## src/loop_consts.svh

```systemverilog
// constants of the loop call output timing block
// Operation
// - Forced call: output always calls, oscillator off, call marker flashes.
// - Channel off: output never calls, oscillator off, off marker flashes.
// - Nine sensitivity levels plus forced call and off; eight loop frequencies.
// - Call delay is 0 to 255 seconds in one-second steps.
// - Delay starts on vehicle entry; remaining delay is shown continuously.
// - Phase active high aborts delay and forces remaining delay to zero.
// - Call extension is 0 to 25.5 seconds in tenth-second steps.
// - Extension starts when zone empties; new vehicle returns to detect, restarting later.
// - Presence mode holds the call at least four minutes while occupied. The code ends it at max presence expiry, which can be set as low as 1 s.
// - Pulse mode gives one 125 +-10 ms pulse per entering vehicle.
// - Pulse mode tunes out a vehicle staying longer than two seconds.
// - Pulse mode regains full sensitivity within half a second after exit.
// - Max presence is 1 to 999 s or off; counts down from call start.
// - Zone empty before max presence expiry drops call without auto reset.
// - Without green-end sync, expiry with call present auto resets.
// - With green-end sync, expiry enters wait; empty zone drops call, no reset.
// - In wait with call present, phase active falling auto resets.
// - Green-end sync is allowed only while max presence is not off.
// - Out-of-range loop failure skips green-end reset and stays failed.
// - Both inductance readouts switch off 15 minutes after activation or power loss.
// - Change readout holds the peak change for two seconds during a call.
// - Gated extension extends only while phase active; otherwise every call extends. The code extends no pulse-mode call and no call dropped from wait.
`ifndef LOOP_CONSTS_SVH
`define LOOP_CONSTS_SVH
`define CLK_PERIOD_NS 32'h00000019
`define TICK_NS       32'h000F4240
`define SEC_MS        10'h3E8
`define TENTH_MS      7'h64
`define PULSE_MS      7'h7D
`define DWELL_MS      11'h7D0
`define PEAK_MS       11'h7D0
`define BLINK_MS      9'h1F4
`define DIAG_OFF_MS   20'hDBBA0
`define MAXP_MAX      10'h3E7
`define SENS_CALL     4'h9
`define SENS_OFF      4'hA
`define A_CTRL        8'h00
`define A_DELAY       8'h04
`define A_EXT         8'h08
`define A_MAXP        8'h0C
`define A_STAT        8'h10
`define A_REMAIN      8'h14
`define A_READOUT     8'h18
`define C_SENS        3:0
`define C_FREQ        6:4
`define C_PULSE       7
`define C_GSYNC       8
`define C_GEXT        9
`define C_DIAG        11:10
`define CTRL_MASK     32'h000003FF
`define CTRL_RST      32'h00000004
`define RESP_OK       2'h0
`define RESP_SLVERR   2'h2
`endif

```

## src/loop_pkg.sv

```systemverilog
// types of the loop call output timing block
package loop_pkg;
  typedef enum logic [2:0] {ST_IDLE, ST_DELAY, ST_DETECT, ST_EXTEND, ST_WAIT, ST_TUNED} det_state_t;
endpackage

```

## src/cfg_if.sv

```systemverilog
// settings and status between register slave and timing core
`timescale 1ns/1ps
`default_nettype none
interface cfg_if;
  logic [3:0]  sens;
  logic [2:0]  freq;
  logic        pulse_mode;
  logic        green_end_reset_sync;
  logic        gated_ext;
  logic [7:0]  delay_s;
  logic [7:0]  ext_ds;
  logic [9:0]  maxp_s;
  logic        diag_wr;
  logic [1:0]  diag_val;
  logic [31:0] status;
  logic [15:0] remain;
  logic [15:0] readout;
  modport regs (output sens, freq, pulse_mode, green_end_reset_sync, gated_ext, delay_s,
                ext_ds, maxp_s,
                diag_wr, diag_val, input status, remain, readout);
  modport core (input sens, freq, pulse_mode, green_end_reset_sync, gated_ext, delay_s,
                ext_ds, maxp_s,
                diag_wr, diag_val, output status, remain, readout);
endinterface // cfg_if
`default_nettype wire

```

## src/loop_call_timing.sv

```systemverilog
// call output timing and mode logic of a single-channel loop detector
//
// Implementation choices: the address map and the AXI4-Lite register port.
`timescale 1ns/1ps
`default_nettype none
`include "loop_consts.svh"
module loop_call_timing import loop_pkg::*; #(
  parameter int MS_CYCLES = `TICK_NS / `CLK_PERIOD_NS
) (
  // clock and reset
  input  wire logic        aclk,
  input  wire logic        aresetn,
  // register bus
  input  wire logic [7:0]  awaddr,
  input  wire logic        awvalid,
  output var  logic        awready,
  input  wire logic [31:0] wdata,
  input  wire logic [3:0]  wstrb,
  input  wire logic        wvalid,
  output var  logic        wready,
  output var  logic [1:0]  bresp,
  output var  logic        bvalid,
  input  wire logic        bready,
  input  wire logic [7:0]  araddr,
  input  wire logic        arvalid,
  output var  logic        arready,
  output var  logic [31:0] rdata,
  output var  logic [1:0]  rresp,
  output var  logic        rvalid,
  input  wire logic        rready,
  // loop front end
  input  wire logic        vehicle_present,
  input  wire logic        loop_fail,
  input  wire logic [15:0] inductance_uh,
  input  wire logic [15:0] delta_l,
  output logic             osc_enable_q,
  output logic [3:0]       sens_level_q,
  output logic [2:0]       loop_freq_q,
  // controller side
  input  wire logic        phase_active,
  output logic             call_out_q,
  // display and self reset
  output logic             marker_call_q,
  output logic             marker_off_q,
  output logic [15:0]      readout_q,
  output logic             detector_reset_q
);
  cfg_if cf ();
  det_state_t  state_q, state_d;
  logic [15:0] div_q;
  logic        tick_q, phase_q, blink_q;
  logic [8:0]  blink_ms_q;
  logic [9:0]  tmr_a_q, sub_a_q, maxp_lim;
  logic [7:0]  ext_q;
  logic [6:0]  sub_b_q, pulse_q;
  logic [10:0] dwell_q, hold_q;
  logic [15:0] peak_q, remain;
  logic [1:0]  diag_on_q;
  logic        forced_call, chan_off, veh, maxp_on, sync_eff, ext_ok, phase_fell;
  logic        ld_delay, ld_maxp, ld_ext, ld_pulse, auto_rst;

  loop_regs u_regs (
    .aclk    (aclk),
    .aresetn (aresetn),
    .awaddr  (awaddr),
    .awvalid (awvalid),
    .awready (awready),
    .wdata   (wdata),
    .wstrb   (wstrb),
    .wvalid  (wvalid),
    .wready  (wready),
    .bresp   (bresp),
    .bvalid  (bvalid),
    .bready  (bready),
    .araddr  (araddr),
    .arvalid (arvalid),
    .arready (arready),
    .rdata   (rdata),
    .rresp   (rresp),
    .rvalid  (rvalid),
    .rready  (rready),
    .c       (cf.regs)
  );

  // common 1 ms tick from the system clock
  always_ff @(posedge aclk) begin
    if (!aresetn) begin
      div_q <= 16'h0;
      tick_q <= 1'b0;
    end else if (div_q == 16'(MS_CYCLES - 1)) begin
      div_q <= 16'h0;
      tick_q <= 1'b1;
    end else begin
      div_q <= div_q + 16'h1;
      tick_q <= 1'b0;
    end
  end

  // mode decode; codes above off read as off
  assign forced_call = cf.sens == `SENS_CALL;
  assign chan_off = cf.sens >= `SENS_OFF;
  assign veh = vehicle_present && !forced_call && !chan_off;
  assign maxp_lim = cf.maxp_s > `MAXP_MAX ? `MAXP_MAX : cf.maxp_s;
  assign maxp_on = maxp_lim != 10'h0;
  assign sync_eff = cf.green_end_reset_sync && maxp_on;
  assign ext_ok = cf.ext_ds != 8'h0 && (!cf.gated_ext || phase_active);
  assign phase_fell = phase_q && !phase_active;

  // detector state sequence
  always_comb begin
    state_d = state_q;
    ld_delay = 1'b0;
    ld_maxp = 1'b0;
    ld_ext = 1'b0;
    ld_pulse = 1'b0;
    auto_rst = 1'b0;
    if (forced_call || chan_off) begin
      state_d = ST_IDLE;
    end else begin
      case (state_q)
        ST_IDLE: if (veh) begin
          if (cf.pulse_mode) begin
            state_d = ST_DETECT;
            ld_pulse = 1'b1;
          end else if (cf.delay_s != 8'h0 && !phase_active) begin
            state_d = ST_DELAY;
            ld_delay = 1'b1;
          end else begin
            state_d = ST_DETECT;
            ld_maxp = 1'b1;
          end
        end
        ST_DELAY: if (!veh) begin
          state_d = ST_IDLE;
        end else if (phase_active || tmr_a_q == 10'h0) begin
          state_d = ST_DETECT;
          ld_maxp = 1'b1;
        end
        ST_DETECT: if (cf.pulse_mode) begin
          if (!veh) state_d = ST_IDLE;
          else if (dwell_q >= `DWELL_MS) state_d = ST_TUNED;
        end else if (!veh) begin
          if (ext_ok) begin
            state_d = ST_EXTEND;
            ld_ext = 1'b1;
          end else begin
            state_d = ST_IDLE;
          end
        end else if (maxp_on && tmr_a_q == 10'h0) begin
          if (sync_eff) begin
            state_d = ST_WAIT;
          end else begin
            state_d = ST_TUNED;
            auto_rst = 1'b1;
          end
        end
        ST_EXTEND: if (veh) begin
          state_d = ST_DETECT;
        end else if (ext_q == 8'h0 || (cf.gated_ext && !phase_active)) begin
          state_d = ST_IDLE;
        end
        ST_WAIT: if (!veh) begin
          state_d = ST_IDLE;
        end else if (phase_fell && !loop_fail) begin
          state_d = ST_TUNED;
          auto_rst = 1'b1;
        end
        ST_TUNED: if (!veh) state_d = ST_IDLE;
        default: state_d = ST_IDLE;
      endcase
    end
  end

  // state and phase history
  always_ff @(posedge aclk) begin
    if (!aresetn) begin
      state_q <= ST_IDLE;
      phase_q <= 1'b0;
      detector_reset_q <= 1'b0;
    end else begin
      state_q <= state_d;
      phase_q <= phase_active;
      detector_reset_q <= auto_rst;
    end
  end

  // seconds timer shared by call delay and max presence
  always_ff @(posedge aclk) begin
    if (!aresetn) begin
      tmr_a_q <= 10'h0;
      sub_a_q <= 10'h0;
    end else if (ld_delay) begin
      tmr_a_q <= {2'h0, cf.delay_s};
      sub_a_q <= 10'h0;
    end else if (ld_maxp) begin
      tmr_a_q <= maxp_lim;
      sub_a_q <= 10'h0;
    end else if (state_q == ST_DELAY && phase_active) begin
      tmr_a_q <= 10'h0;
    end else if (tick_q && tmr_a_q != 10'h0 && state_q inside {ST_DELAY, ST_DETECT, ST_EXTEND}) begin
      if (sub_a_q == `SEC_MS - 10'h1) begin
        sub_a_q <= 10'h0;
        tmr_a_q <= tmr_a_q - 10'h1;
      end else begin
        sub_a_q <= sub_a_q + 10'h1;
      end
    end
  end

  // extension timer in tenths
  always_ff @(posedge aclk) begin
    if (!aresetn) begin
      ext_q <= 8'h0;
      sub_b_q <= 7'h0;
    end else if (ld_ext) begin
      ext_q <= cf.ext_ds;
      sub_b_q <= 7'h0;
    end else if (tick_q && state_q == ST_EXTEND && ext_q != 8'h0) begin
      if (sub_b_q == `TENTH_MS - 7'h1) begin
        sub_b_q <= 7'h0;
        ext_q <= ext_q - 8'h1;
      end else begin
        sub_b_q <= sub_b_q + 7'h1;
      end
    end
  end

  // pulse width and dwell timers
  always_ff @(posedge aclk) begin
    if (!aresetn) begin
      pulse_q <= 7'h0;
      dwell_q <= 11'h0;
    end else if (ld_pulse) begin
      pulse_q <= `PULSE_MS;
      dwell_q <= 11'h0;
    end else begin
      if (forced_call || chan_off) pulse_q <= 7'h0;
      else if (tick_q && pulse_q != 7'h0) pulse_q <= pulse_q - 7'h1;
      if (tick_q && state_q == ST_DETECT && dwell_q < `DWELL_MS) dwell_q <= dwell_q + 11'h1;
    end
  end

  // call output and front-end controls
  always_ff @(posedge aclk) begin
    if (!aresetn) begin
      call_out_q <= 1'b0;
      osc_enable_q <= 1'b0;
      sens_level_q <= 4'h0;
      loop_freq_q <= 3'h0;
    end else begin
      if (forced_call) call_out_q <= 1'b1;
      else if (chan_off) call_out_q <= 1'b0;
      else if (cf.pulse_mode) call_out_q <= pulse_q != 7'h0;
      else call_out_q <= state_q inside {ST_DETECT, ST_EXTEND, ST_WAIT};
      osc_enable_q <= !(forced_call || chan_off);
      sens_level_q <= (forced_call || chan_off) ? 4'h0 : cf.sens;
      loop_freq_q <= cf.freq;
    end
  end

  // flashing markers for forced call and channel off
  always_ff @(posedge aclk) begin
    if (!aresetn) begin
      blink_ms_q <= 9'h0;
      blink_q <= 1'b0;
      marker_call_q <= 1'b0;
      marker_off_q <= 1'b0;
    end else begin
      if (tick_q) begin
        if (blink_ms_q == `BLINK_MS - 9'h1) begin
          blink_ms_q <= 9'h0;
          blink_q <= !blink_q;
        end else begin
          blink_ms_q <= blink_ms_q + 9'h1;
        end
      end
      marker_call_q <= forced_call && blink_q;
      marker_off_q <= chan_off && blink_q;
    end
  end

  // readout options, each switching itself off after 15 minutes
  generate
    for (genvar g = 0; g < 2; g++) begin : g_diag
      logic [19:0] on_ms_q;
      always_ff @(posedge aclk) begin
        if (!aresetn) begin
          diag_on_q[g] <= 1'b0;
          on_ms_q <= 20'h0;
        end else if (cf.diag_wr) begin
          diag_on_q[g] <= cf.diag_val[g];
          on_ms_q <= 20'h0;
        end else if (tick_q && diag_on_q[g]) begin
          if (on_ms_q == `DIAG_OFF_MS - 20'h1) diag_on_q[g] <= 1'b0;
          on_ms_q <= on_ms_q + 20'h1;
        end
      end
    end
  endgenerate

  // peak change hold during a call
  always_ff @(posedge aclk) begin
    if (!aresetn) begin
      peak_q <= 16'h0;
      hold_q <= 11'h0;
    end else if (diag_on_q[1] && call_out_q && (delta_l > peak_q || hold_q == 11'h0)) begin
      peak_q <= delta_l;
      hold_q <= `PEAK_MS;
    end else if (tick_q && hold_q != 11'h0) begin
      hold_q <= hold_q - 11'h1;
    end
  end

  // remaining time of the delay, extension or max presence timer, and the display word
  always_comb begin
    remain = 16'h0;
    if (state_q == ST_DELAY) remain = {6'h0, tmr_a_q};
    else if (state_q == ST_EXTEND) remain = {8'h0, ext_q};
    else if (state_q inside {ST_DETECT, ST_WAIT} && maxp_on && !cf.pulse_mode)
      remain = {6'h0, tmr_a_q};
  end

  always_ff @(posedge aclk) begin
    if (!aresetn) readout_q <= 16'h0;
    else if (diag_on_q[1]) readout_q <= peak_q;
    else if (diag_on_q[0]) readout_q <= inductance_uh;
    else readout_q <= remain;
  end

  assign cf.remain = remain;
  assign cf.readout = readout_q;
  assign cf.status = {24'h0, osc_enable_q, diag_on_q, loop_fail, call_out_q, state_q};

  // length of each call, for the pulse width check
  logic [31:0] hi_cnt_q;
  always_ff @(posedge aclk) begin
    if (!aresetn) hi_cnt_q <= 32'h0;
    else if (call_out_q) hi_cnt_q <= hi_cnt_q + 32'h1;
    else hi_cnt_q <= 32'h0;
  end

  AST_FORCED_CALL: assert property (@(posedge aclk) disable iff (!aresetn)
    forced_call |=> call_out_q && !osc_enable_q)
    else $error("forced call did not hold the call");
  AST_CHAN_OFF: assert property (@(posedge aclk) disable iff (!aresetn)
    chan_off |=> !call_out_q && !osc_enable_q)
    else $error("channel off did not hold no call");
  AST_DELAY_LOAD: assert property (@(posedge aclk) disable iff (!aresetn)
    state_q == ST_IDLE && state_d == ST_DELAY |=> tmr_a_q == {2'h0, $past(cf.delay_s)})
    else $error("call delay not loaded at vehicle entry");
  AST_PHASE_ABORT: assert property (@(posedge aclk) disable iff (!aresetn)
    state_q == ST_DELAY && phase_active && veh
      |=> state_q != ST_DELAY && tmr_a_q == maxp_lim)
    else $error("phase active did not abort the delay");
  AST_EXT_RETURN: assert property (@(posedge aclk) disable iff (!aresetn)
    state_q == ST_EXTEND && veh |=> state_q == ST_DETECT ##1 call_out_q)
    else $error("vehicle in extension did not return to detect");
  AST_PULSE_LEN: assert property (@(posedge aclk) disable iff (!aresetn)
    cf.pulse_mode && !forced_call && !chan_off && $fell(call_out_q) |->
      $past(hi_cnt_q) >= 32'(115 * MS_CYCLES) && $past(hi_cnt_q) <= 32'(135 * MS_CYCLES))
    else $error("pulse width out of range");
  AST_TUNE_OUT: assert property (@(posedge aclk) disable iff (!aresetn)
    cf.pulse_mode && state_q == ST_DETECT && veh && dwell_q == `DWELL_MS |=> state_q == ST_TUNED)
    else $error("long dwell not tuned out");
  AST_EMPTY_NO_RESET: assert property (@(posedge aclk) disable iff (!aresetn)
    state_q == ST_WAIT && !vehicle_present && !forced_call && !chan_off
      |=> state_q == ST_IDLE && !detector_reset_q ##1 !call_out_q)
    else $error("empty zone in wait did not drop the call cleanly");
  AST_WAIT_RESET: assert property (@(posedge aclk) disable iff (!aresetn)
    state_q == ST_WAIT && veh && phase_fell && !loop_fail |=> detector_reset_q ##1 !call_out_q)
    else $error("green end did not reset from wait");
  AST_FAIL_HOLD: assert property (@(posedge aclk) disable iff (!aresetn)
    state_q == ST_WAIT && loop_fail |=> !detector_reset_q)
    else $error("reset despite loop failure");
  AST_SYNC_GATE: assert property (@(posedge aclk) disable iff (!aresetn)
    !maxp_on && state_q == ST_DETECT |=> state_q != ST_WAIT)
    else $error("wait entered with max presence off");
  COV_PULSE: cover property (@(posedge aclk) disable iff (!aresetn) $fell(call_out_q) && cf.pulse_mode);
  COV_WAIT: cover property (@(posedge aclk) disable iff (!aresetn) state_q == ST_WAIT);
  COV_EXTEND: cover property (@(posedge aclk) disable iff (!aresetn) state_q == ST_EXTEND);
  COV_RESET: cover property (@(posedge aclk) disable iff (!aresetn) detector_reset_q);
endmodule // loop_call_timing
`default_nettype wire

```

## src/loop_regs.sv

```systemverilog
// axi4-lite register slave of the loop call timing block
`timescale 1ns/1ps
`default_nettype none
`include "loop_consts.svh"
module loop_regs import loop_pkg::*; (
  // clock and reset
  input  wire logic        aclk,
  input  wire logic        aresetn,
  // write channels
  input  wire logic [7:0]  awaddr,
  input  wire logic        awvalid,
  output var  logic        awready,
  input  wire logic [31:0] wdata,
  input  wire logic [3:0]  wstrb,
  input  wire logic        wvalid,
  output var  logic        wready,
  output var  logic [1:0]  bresp,
  output var  logic        bvalid,
  input  wire logic        bready,
  // read channels
  input  wire logic [7:0]  araddr,
  input  wire logic        arvalid,
  output var  logic        arready,
  output var  logic [31:0] rdata,
  output var  logic [1:0]  rresp,
  output var  logic        rvalid,
  input  wire logic        rready,
  // settings towards the core
  cfg_if.regs              c
);
  logic [7:0]  aw_q;
  logic        aw_full_q, w_full_q;
  logic [31:0] wd_q, ctrl_q, dly_q, ext_q, maxp_q;
  logic [3:0]  ws_q;
  logic        commit, w_map, r_map;
  assign commit = aw_full_q && w_full_q && !bvalid;
  assign w_map  = aw_q <= `A_READOUT && aw_q[1:0] == 2'h0;
  assign r_map  = araddr <= `A_READOUT && araddr[1:0] == 2'h0;
  // byte-lane merge of a write
  function automatic logic [31:0] merge(input logic [31:0] o, input logic [31:0] n,
                                        input logic [3:0] s);
    merge = o;
    for (int i = 0; i < 4; i++) if (s[i]) merge[i*8 +: 8] = n[i*8 +: 8];
  endfunction
  // address and data capture in either order, response after both
  always_ff @(posedge aclk) begin
    if (!aresetn) begin
      awready <= 1'b0; wready <= 1'b0; aw_full_q <= 1'b0; w_full_q <= 1'b0;
      bvalid <= 1'b0; bresp <= `RESP_OK; aw_q <= 8'h00; wd_q <= 32'h0; ws_q <= 4'h0;
    end else begin
      if (awready && awvalid) begin
        awready <= 1'b0; aw_full_q <= 1'b1; aw_q <= awaddr;
      end else if (!aw_full_q && !bvalid) awready <= 1'b1;
      if (wready && wvalid) begin
        wready <= 1'b0; w_full_q <= 1'b1; wd_q <= wdata; ws_q <= wstrb;
      end else if (!w_full_q && !bvalid) wready <= 1'b1;
      if (commit) begin
        aw_full_q <= 1'b0; w_full_q <= 1'b0; bvalid <= 1'b1;
        bresp <= w_map ? `RESP_OK : `RESP_SLVERR;
      end else if (bvalid && bready) bvalid <= 1'b0;
    end
  end
  // writable settings; read-only words ignore writes
  always_ff @(posedge aclk) begin
    if (!aresetn) begin
      ctrl_q <= `CTRL_RST; dly_q <= 32'h0; ext_q <= 32'h0; maxp_q <= 32'h0;
      c.diag_wr <= 1'b0; c.diag_val <= 2'h0;
    end else begin
      c.diag_wr <= commit && aw_q == `A_CTRL && ws_q[1];
      c.diag_val <= wd_q[`C_DIAG];
      if (commit) begin
        case (aw_q)
          `A_CTRL:  ctrl_q <= merge(ctrl_q, wd_q, ws_q) & `CTRL_MASK;
          `A_DELAY: dly_q  <= merge(dly_q, wd_q, ws_q) & 32'h000000FF;
          `A_EXT:   ext_q  <= merge(ext_q, wd_q, ws_q) & 32'h000000FF;
          `A_MAXP:  maxp_q <= merge(maxp_q, wd_q, ws_q) & 32'h000003FF;
          default: ;
        endcase
      end
    end
  end
  assign c.sens = ctrl_q[`C_SENS];
  assign c.freq = ctrl_q[`C_FREQ];
  assign c.pulse_mode = ctrl_q[`C_PULSE];
  assign c.green_end_reset_sync = ctrl_q[`C_GSYNC];
  assign c.gated_ext = ctrl_q[`C_GEXT];
  assign c.delay_s = dly_q[7:0];
  assign c.ext_ds = ext_q[7:0];
  assign c.maxp_s = maxp_q[9:0];
  // read channel, data one cycle after address
  always_ff @(posedge aclk) begin
    if (!aresetn) begin
      arready <= 1'b0; rvalid <= 1'b0; rdata <= 32'h0; rresp <= `RESP_OK;
    end else if (arready && arvalid) begin
      arready <= 1'b0; rvalid <= 1'b1; rresp <= r_map ? `RESP_OK : `RESP_SLVERR;
      case (araddr)
        `A_CTRL:    rdata <= ctrl_q;
        `A_DELAY:   rdata <= dly_q;
        `A_EXT:     rdata <= ext_q;
        `A_MAXP:    rdata <= maxp_q;
        `A_STAT:    rdata <= c.status;
        `A_REMAIN:  rdata <= {16'h0, c.remain};
        `A_READOUT: rdata <= {16'h0, c.readout};
        default:    rdata <= 32'h0;
      endcase
    end else if (rvalid && rready) rvalid <= 1'b0;
    else if (!rvalid) arready <= 1'b1;
  end
endmodule // loop_regs
`default_nettype wire

```

## config.mk

```make
export PLATFORM = sky130hd
export DESIGN_NAME = loop_call_timing
export DESIGN_NICKNAME = d
export VERILOG_FILES = /design/src/loop_pkg.sv /design/src/cfg_if.sv /design/src/loop_call_timing.sv /design/src/loop_regs.sv
export VERILOG_INCLUDE_DIRS = /design/src /design/src/src
export SDC_FILE = /design/constraint.sdc
export NUM_CORES = 1
export LEC_CHECK = 0
export BUFFER_PORTS_ARGS = -buffer_cell sky130_fd_sc_hd__buf_2
export CAP_MARGIN = 20
export CORE_MARGIN = 4
export CORE_UTILIZATION = 44
export DETAILED_ROUTE_END_ITERATION = 10
export GPL_ROUTABILITY_DRIVEN = 1
export PLACE_DENSITY = 0.71
export SLEW_MARGIN = 15
export SYNTH_ARGS = -nofsm -noshare
export SYNTH_HDL_FRONTEND = slang
export SYNTH_SLANG_ARGS = --single-unit
```

## constraint.sdc

```tcl
create_clock -name aclk -period 2.8 [get_ports aclk]
set_input_delay 0.14 -clock aclk [delete_from_list [all_inputs] [get_ports aclk]]
set_output_delay 0.14 -clock aclk [all_outputs]
set_load 0.01 [all_outputs]
```

# [Word-level counts from Yosys, hierarchy flattened]
# Cells that the tools add are included.
[classes] add_sub_neg=11 order_cmp=7 n_eq_ne=28 muxes=85 n_bitwise=4 reduce_logical=115
[ops] cell="$pmux 16 s7" n=1
[ops] cell="$mux 10" n=9
[ops] cell="$mux 1" n=41
[ops] cell="$add 20x1->20 const B" n=2
[ops] cell="$eq 20x20->1 const B" n=2
[ops] cell="$logic_and 1x1->1" n=39
[ops] cell="$mux 3" n=13
[ops] cell="$eq 8x4->1 const B" n=4
[ops] cell="$mux 16" n=2
[ops] cell="$mux 8" n=4
[ops] cell="$mux 7" n=4
[ops] cell="$eq 8x5->1 const B" n=3
[ops] cell="$logic_not 8->1" n=3
[ops] cell="$reduce_bool 8->1" n=3
[ops] cell="$mux 11" n=2
[ops] cell="$reduce_or 2->1" n=11
[ops] cell="$reduce_bool 10->1" n=2
[ops] cell="$reduce_bool 2->1" n=10
[ops] cell="$pmux 3 s6" n=1
[ops] cell="$reduce_and 3->1" n=6
[ops] cell="$add 16x1->16 const B" n=1
[ops] cell="$eq 16x16->1 const B" n=1
[ops] cell="$eq 8x3->1 const B" n=2
[ops] cell="$gt 16x16->1" n=1
[ops] cell="41 further kinds" n=83
[totals] regBits=285 input_bits=94 out_inout_bits=69 elab_cells=300

# [Depth between registers and ports, before layout]
# Gate-level depths: netlist of the first run.
[depth] depth_word=10 mapped_depth=10 ltp_nobuf=8

# [Modules after synthesis]
# A second synthesis of the first run with hierarchy kept.
[unflattened] cells_unflattened=1522 hier_area_um2=13246.5
[by_module_without_submodules] module="loop_call_timing" instances=1 cells_each=1052 area_per_inst_um2=8853.5 seq_area_each_um2=3623.5
[by_module_without_submodules] module="loop_regs" instances=1 cells_each=470 area_per_inst_um2=4393.0 seq_area_each_um2=2042.0

# [Worst setup path after synthesis of the first run]
# No wires, ideal clock.
[synth_timing] path_type="reg-to-reg" start="register tmr_a_q[0]" end="register sub_a_q[7]" t_arrival_ns=2.212 slack_ns=0.474 stages_incl_launch_ff=11 n_path_buf=2 cell_sequence="dfxtp_1 -> inv_1 -> ha_1 -> or4b_4 -> nor4_4 -> o31a_2 -> and3_1 -> buf_4 -> or3_1 -> buf_6 -> nor2_1"
[synth_via] elab_chain_cells=7
[synth_rtl] item="start, declared" line_no="loop_call_timing.sv:53" text="logic [9:0] tmr_a_q, sub_a_q, maxp_lim;"
[synth_rtl] item="start signal, assigned" line_no="loop_call_timing.sv:193" text="tmr_a_q <= {2'h0, cf.delay_s};"
[synth_rtl] item="start signal, assigned" line_no="loop_call_timing.sv:196" text="tmr_a_q <= maxp_lim;"
[synth_rtl] item="start signal, assigned" line_no="loop_call_timing.sv:203" text="tmr_a_q <= tmr_a_q - 10'h1;"
[synth_rtl] item="$logic_not 10->1" line_no="loop_call_timing.sv:135" text="end else if (phase_active || tmr_a_q == 10'h0) begin"
[synth_rtl] item="$logic_or 1x1->1" line_no="loop_call_timing.sv:135"
[synth_rtl] item="$mux 1" line_no="loop_call_timing.sv:135"
[synth_rtl] item="$mux 1" line_no="loop_call_timing.sv:133" text="ST_DELAY: if (!veh) begin"
[synth_rtl] item="$pmux 1 s2" line_no="loop_call_timing.sv:120" text="case (state_q)"
[synth_rtl] item="$mux 1" line_no="loop_call_timing.sv:117" text="if (forced_call || chan_off) begin"
[synth_rtl] item="$reduce_or 3->1 (no line)"
[synth_rtl] item="end signal, assigned" line_no="loop_call_timing.sv:205" text="sub_a_q <= sub_a_q + 10'h1;"
[synth_rtl] item="end, declared" line_no="loop_call_timing.sv:53"
# Parallel ways exist; a longest one is shown, timed or not.
# A chain may end at the register's enable or synchronous reset.

# [Worst setup path in the final report of the first run]
[layout_timing] start="register tmr_a_q[0]" end="register tmr_a_q[1]"
[layout_via] elab_chain_cells=8
[layout_rtl] item="parallel branches: the longest is 8 deep, another holds $sub 10x1->10"
# Parallel ways; which one is timed is not known. The select of a mux whose other input is x is not followed.

==> results of run 1 <==
==> worst max-delay path, delay by kind of cell (launching register included) <==
kind,cells,cell delay (ns)
adder cells (fa/ha/maj),1,0.20
AO/OA/AOI/OAI,3,0.67
flip-flops,1,0.34
buffers and inverters,1,0.09
AND/OR/NAND/NOR,3,1.16
==> sequential cells by signal, indices dropped and copies added (netlist names), 9 cells and up <==
name,cells
u_regs.wd_q,12
readout_q,16
sub_a_q,10
u_regs.ctrl_q,10
peak_q,16
tmr_a_q,10
dwell_q,11
u_regs.rdata,16
hold_q,11
div_q,16
blink_ms_q,9
g_diag.on_ms_q,40
u_regs.maxp_q,10
==> synthesized netlist by cell type, drive strengths merged (4+ instances only) <==
cell and instances:
buf 30, nand3 68, a221oi 5, nand2b 11, ha 30, mux2i 38
nand2 203, nand4 35, a31oi 9, or4 5, xnor2 37, a22oi 30
mux4 8, o211ai 9, clkbuf 54, nor2b 6, and2 12, or3 16
o22ai 8, inv 55, nor4b 4, nand3b 7, a21oi 116, nor3b 5
xor2 61, nor4 28, and3 25, o21ai 41, nor3 30, a32oi 7
a22o 5, nor2 176, dfxtp 267
==> worst min path at each step <==
stage                                  end  cells after the start  slack (ns)               from
after floorplan            u_regs.wd_q[10]                      2        0.28          wdata[10]
after global placement      u_regs.wd_q[4]                      3        0.40           wdata[4]
after detailed placement     readout_q[13]                      3        0.40  inductance_uh[13]
after CTS                 u_regs.ctrl_q[2]                      3        0.08            aresetn
after global routing      u_regs.ctrl_q[2]                      3        0.11            aresetn
final                     u_regs.ctrl_q[2]                      3         0.1            aresetn
==> per-stage QoR <==
stage          instances  TNS [ns]
2_1_floorplan       1500         0
3_3_place_gp        1950         0
3_5_place_dp        1950         0
4_1_cts             2071         0
5_1_grt             2072   -0.0323
6_report            2072         0
==> logic make-up (layout without fill, tap and decap cells) <==
logic type / Yosys count / after routing / share of synthesized area, %
multiplexers: 46 / 46 / 4.51
adder cells (fa/ha/maj): 30 / 30 / 3.02
AO/OA/AOI/OAI: 260 / 260 / 12.8
buffers and inverters: 139 / 332 / 4.94
AND/OR/NAND/NOR: 642 / 642 / 24.7
other: 1 / 19 / 0.0302
XOR/XNOR: 98 / 98 / 6.91
flip-flops: 267 / 267 / 43.0
==> layout make-up <==
type / count / area (um^2)
clock inverters: 15 / 231
fillers: 2533 / 12600
well taps: 378 / 473
diodes: 1 / 2.50
clock buffers: 37 / 826
inverters: 55 / 208
flip-flops and latches: 267 / 5350
multi-input cells: 1094 / 6530
repair buffers: 225 / 1580
==> layer usage <==
metal / vias to the layer above / GRT usage (%) / routed length, um
met1: 5330 / 27.8 / 14500
met3: 85 / 3.40 / 1960
met2: 381 / 35.4 / 16000
met5: - / 0 / 0
li1: 5544 / - / -
met4: 0 / 6.47 / 1020
==> power groups by stage <==
stage,Sequential (W),Clock (W),Combinational (W)
final,0.00392,0.00415,0.000724
after global routing,0.00393,0.00440,0.000796
after CTS,0.00392,0.00422,0.000706
after detailed placement,0.00400,0,0.000627
after global placement,0.00400,0,0.000622
after floorplan,0.00397,0,0.000473
==> cell usage in the layout, fill, tap and decap left out, drive strengths merged, types with 4 or more instances in the layout <==
cell type and count:
dlygate4sd3 69, a31oi 9, nand3 68, a22o 5
ha 30, o21ai 41, a221oi 5, or4 5
nor2 176, mux4 8, nand3b 7, clkinv 9
buf 156, a32oi 7, nand4 35, nand2b 11
a21oi 116, nand2 203, bufinv 6, and3 25
nor4b 4, mux2i 38, nor3b 5, a22oi 30
nor4 28, nor3 30, dfxtp 267, o22ai 8
xor2 61, xnor2 37, nor2b 6, clkbuf 37
or3 16, and2 12, inv 54, conb 18
o211ai 9
==> repair_timing <==
item	in CTS	in global routing
gates resized for setup	0	1
hold endpoints to repair	62	0
endpoints found under the setup margin	0	10
hold buffers	69	0
==> flow_summary.yaml, run 1 <==
yosys:
  synth_top_area_cell: "dfxtp_1"
  async_flop_share_pct: 0
  syn_area_per_cell_um2: 8.37
  yosysWarnings: 0
  synth_cell_types: 70
  synthTopCellsByArea: "dfxtp_1 43%, nand2_1 6.1%, nor2_1 5.3%"
  syn_inst: 1483
  yosysSeqAreaShare_pct: 43.0
  ys_ff_latch: 267
  yosysTopAreaCellShare_pct: 43.0
  synthFlopType: "dfxtp_1"
  netlist_area_um2: 12400
  synth_edf_count: 0
power_and_ir_drop:
  seqPwrFrac_pct: 44.6
  power_frac_clock_pct: 47.2
  powerDensity_nw_per_um2: 579
  irDropWorstVdd_mv: 0.534
  p_sw_w: 0.00205
  sw_frac_of_total_pct: 23.3
  p_leak_nw: 5.91
  power_frac_comb_pct: 8.2
  internal_power_w: 0.00675
  total_power_w: 0.00880
detailed_routing:
  detail-route-antenna-nets: 0
  drt_iter0_drc: 840
  drt_first_pass_iters: 8
  drt-total-wl_um: 33500
  routedWlPerCell_um: 16.2
  drc: 0
  vias: 11340
  vias_per_cell: 5.47
critical_path:
  startpoint_type: "flop"
  ff2ff_path_depth: 8
  path_cells: "inv_1 > ha_1 > or4b_4 > nor4_4 > o31a_2 > nand3_2 > a32oi_1 > a31oi_1"
  cp_slowest_stage_delay_ns: 0.52
  path_class: "flop to flop"
  endpoint: "tmr_a_q[1]"
  cp_max_fo: 12
  critPathCaptureType: "flop"
  critPathArrivalTime_ns: 3.01
  slowest_stage: "or4b_4"
  ff2ff_setup_slack_ns: 0.20
  required_ns: 3.20
  startpoint: "tmr_a_q[0]"
  r2r-start: "tmr_a_q[0]"
  rr_endpoint: "tmr_a_q[1]"
sta:
  setup-violations-final: 0
  min_period_over_period_pct: 93.0
  drv_slew: 0
  relSlewSlack_pct: 24.0
  hold_ws_ns: 0.0993
  layout_min_cycle_time_ns: 2.60
  tightestPinTransition_ns: 1.14
  report.final.hold_viol_count: 0
  skew_ns: 0.0105
  clock.fmax_ghz: 0.384
  setup_ws_ns: 0.196
global_route:
  grt_max_degree: 111
  grt_overflow: 0
  grtUsageTotal_pct: 21.0
  antenna_found_initial: 1
  grt_pass1_wl_um: 54200
  first_global_vias: 10644
die:
  core-area_um2: 27800
  die_x_um: 176
  initial_utilization_pct: 44.7
  rows: 61
  die_y_um: 176
  die_area_um2: 31000
  io_pins: 163
cts:
  max-clock-path-buffers: 3
  clk_pin_slew_ns: 0.06
  clock_latency_ns: 0.54
  cts_setup_buffers: 0
  clock-sinks: 267
  cts_buffers: 28
  htreeDepth: 1
  clockRootBuffer: "clkbuf_16"
  cts_tree: "done"
final_layout:
  syn_to_final_growth_pct: 22.4
  drive_above_1_share_pct: 13.6
  finish.utilization_pct: 54.7
  layout.nets: 1795
  finalInstanceArea_um2: 15200
place:
  io_buffer_count: 122
  dpl.hpwl_um: 23300
  place_ws_ns: 0.291
  placed_area_um2: 13400
  gp_congestion: 0.933
run:
  cap_violations: 0
hold_path:
  hold_path_class: "input pin to flop"
run_status:
  status: "completed"
(Power assumes the default switching activity.)
==> inputs of run 2 (changes only) <==
--- a/config.mk
+++ b/config.mk
@@ -12,7 +12,9 @@
 export CORE_UTILIZATION = 44
 export DETAILED_ROUTE_END_ITERATION = 10
 export GPL_ROUTABILITY_DRIVEN = 1
+export HOLD_SLACK_MARGIN = 0.12
 export PLACE_DENSITY = 0.71
+export RECOVER_POWER = 25
 export SLEW_MARGIN = 15
 export SYNTH_ARGS = -nofsm -noshare
 export SYNTH_HDL_FRONTEND = slang
==> constraint.sdc (replaced) <==
create_clock -name aclk -period 2.8 [get_ports aclk]
set_input_delay 0.7 -clock aclk [delete_from_list [all_inputs] [get_ports aclk]]
set_output_delay 0.7 -clock aclk [all_outputs]
set_load 0.01 [all_outputs]
==> flow_summary.yaml, run 2 (same netlist as run 1, synthesis figures left out) <==
power_and_ir_drop:
  irDropWorstVdd_mv: 0.457
  powerDensity_nw_per_um2: 585
  sw_frac_of_total_pct: 24.1
  p_leak_nw: 5.62
  p_sw_w: 0.00204
  power_frac_clock_pct: 46.1
  power_frac_comb_pct: 7.5
  internal_power_w: 0.00644
  seqPwrFrac_pct: 46.4
final_layout:
  final_cell_mix: "267 x dfxtp_1, 203 x nand2_1, 176 x nor2_1"
  final_common_cell: "dfxtp_1"
  layout.nets: 1740
  finalInstanceArea_um2: 14500
  finish.utilization_pct: 52.2
  nFillCells: 2708
  drive_above_1_share_pct: 13.9
  largest_reg_flops: 40
  regMostFlops: "g_diag.on_ms_q"
  syn_to_final_growth_pct: 16.8
hold_path:
  hp-start: "wdata[8]"
  whs_path_depth: 3
  hold_path_end: "u_regs.wd_q[8]"
  hold_path_class: "input pin to flop"
detailed_routing:
  vias: 10977
  drt-total-wl_um: 32200
  vias_per_cell: 5.44
  drt_iter0_drc: 876
  detail-route-antenna-nets: 0
  routedWlPerCell_um: 15.9
  drt_first_pass_iters: 5
  drc: 0
sta:
  min_period_over_period_pct: 91.8
  report.final.hold_viol_count: 0
  relSlewSlack_pct: 13.3
  fin_tns_setup_ns: 0
  setup_ws_ns: 0.228
  drv_slew: 0
  rsz0062_at_grt: "false"
  tightestPinTransition_ns: 1.30
  clock.fmax_ghz: 0.389
  skew_ns: 0.0151
  setup-violations-final: 0
  layout_min_cycle_time_ns: 2.57
critical_path:
  required_ns: 3.18
  cp_slowest_stage_delay_ns: 0.52
  r2r-start: "tmr_a_q[0]"
  crit_buf_inv: 2
  rr_endpoint: "tmr_a_q[2]"
  crit_family: "simple AND/OR/NAND/NOR gates"
  cp_max_fo: 12
  path_cells: "inv_1 > ha_1 > or4b_4 > nor4_4 > buf_4 > o31a_2 > nand3_2 > a32oi_1 > a21oi_1"
  critPathCaptureType: "flop"
  ff2ff_setup_slack_ns: 0.23
  startpoint_type: "flop"
  path_class: "flop to flop"
  critPathArrivalTime_ns: 2.95
  ff2ff_path_depth: 9
  slowest_stage: "or4b_4"
global_route:
  antenna_found_initial: 1
  grt_overflow: 0
  grt_max_degree: 108
  first_global_vias: 10468
  grtUsageTotal_pct: 20.2
  grt_pass1_wl_um: 52300
die:
  io_pins: 163
  core-area_um2: 27800
  initial_utilization_pct: 44.7
  die_y_um: 176
  rows: 61
  die_x_um: 176
  die_area_um2: 31000
cts:
  cts_setup_buffers: 0
  max-clock-path-buffers: 3
  clk_pin_slew_ns: 0.06
  cts_resized: 0
  cts_buffers: 29
  clock_latency_ns: 0.55
  clock-sinks: 267
  htreeDepth: 1
  hold_buffers: 0
  cts_tree: "done"
  clockRootBuffer: "clkbuf_16"
place:
  dpl.hpwl_um: 23400
  placed_area_um2: 13600
  place_ws_ns: 0.195
  gp_congestion: 0.927
  io_buffer_count: 122
run_status:
  status: "completed"
run:
  cap_violations: 0
## run 2: cell count changes in the layout (fill, tap and decap cells not counted), sizes merged, moves of 2 or more
cell,before,now
clkinv,9,4
clkbuf,37,56
dlygate4sd3,69,0
inv,54,56
bufinv,6,3
## run 2: worst max-delay path by stage
stage | startpoint | to | cells past startpoint
5_1_grt | tmr_a_q[0] | tmr_a_q[2] | 9
6_report | tmr_a_q[0] | tmr_a_q[2] | 9
4_1_cts | tmr_a_q[0] | tmr_a_q[2] | 9
2_1_floorplan | delta_l[13] | peak_q[13] | 9
3_3_place_gp | delta_l[13] | hold_q[1] | 9
3_5_place_dp | delta_l[13] | peak_q[6] | 9
## run 2: layout make-up
class	count	area [um^2]	area share, %
multi-input cells	1094	6530	45.0
clock buffers	43	848	5.85
well taps	378	473	3.26
flip-flops and latches	267	5350	36.8
clock inverters	10	138	0.949
diodes	2	5.00	0.0345
repair buffers	169	963	6.64
inverters	55	208	1.43
## run 2: routing by layer
layer	wire length (um)	vias up	part of all wire [%]	track usage, %
li1	-	5405	-	-
met1	14100	5165	44	27.2
met2	15000	338	47	33.5
met3	1990	69	6.2	3.13
met4	986	0	3.1	6.66
met5	0	-	0	0
## run 2: worst min-delay path, cell delays in order
cell and delay, ns:
buf_2 0.10, nand2_1 0.05, a21oi_1 0.05
## run 2: through the flow
step                      cells  hold slack (ns)  power [W]
after floorplan            1500            0.425    0.00444
after global placement     1963            0.434    0.00464
after detailed placement   1963            0.438    0.00464
after CTS                  2016            0.371    0.00855
after global routing       2017            0.393    0.00879
final                      2018            0.392    0.00848
## run 2: power groups by stage
stage               clock network, W  registers (W)  logic, W
global placement                   0        0.00401  0.000624
floorplan                          0        0.00397  0.000473
CTS                          0.00399        0.00393  0.000634
global route                 0.00415        0.00394  0.000704
detailed placement                 0        0.00401  0.000630
finish                       0.00391        0.00393  0.000639
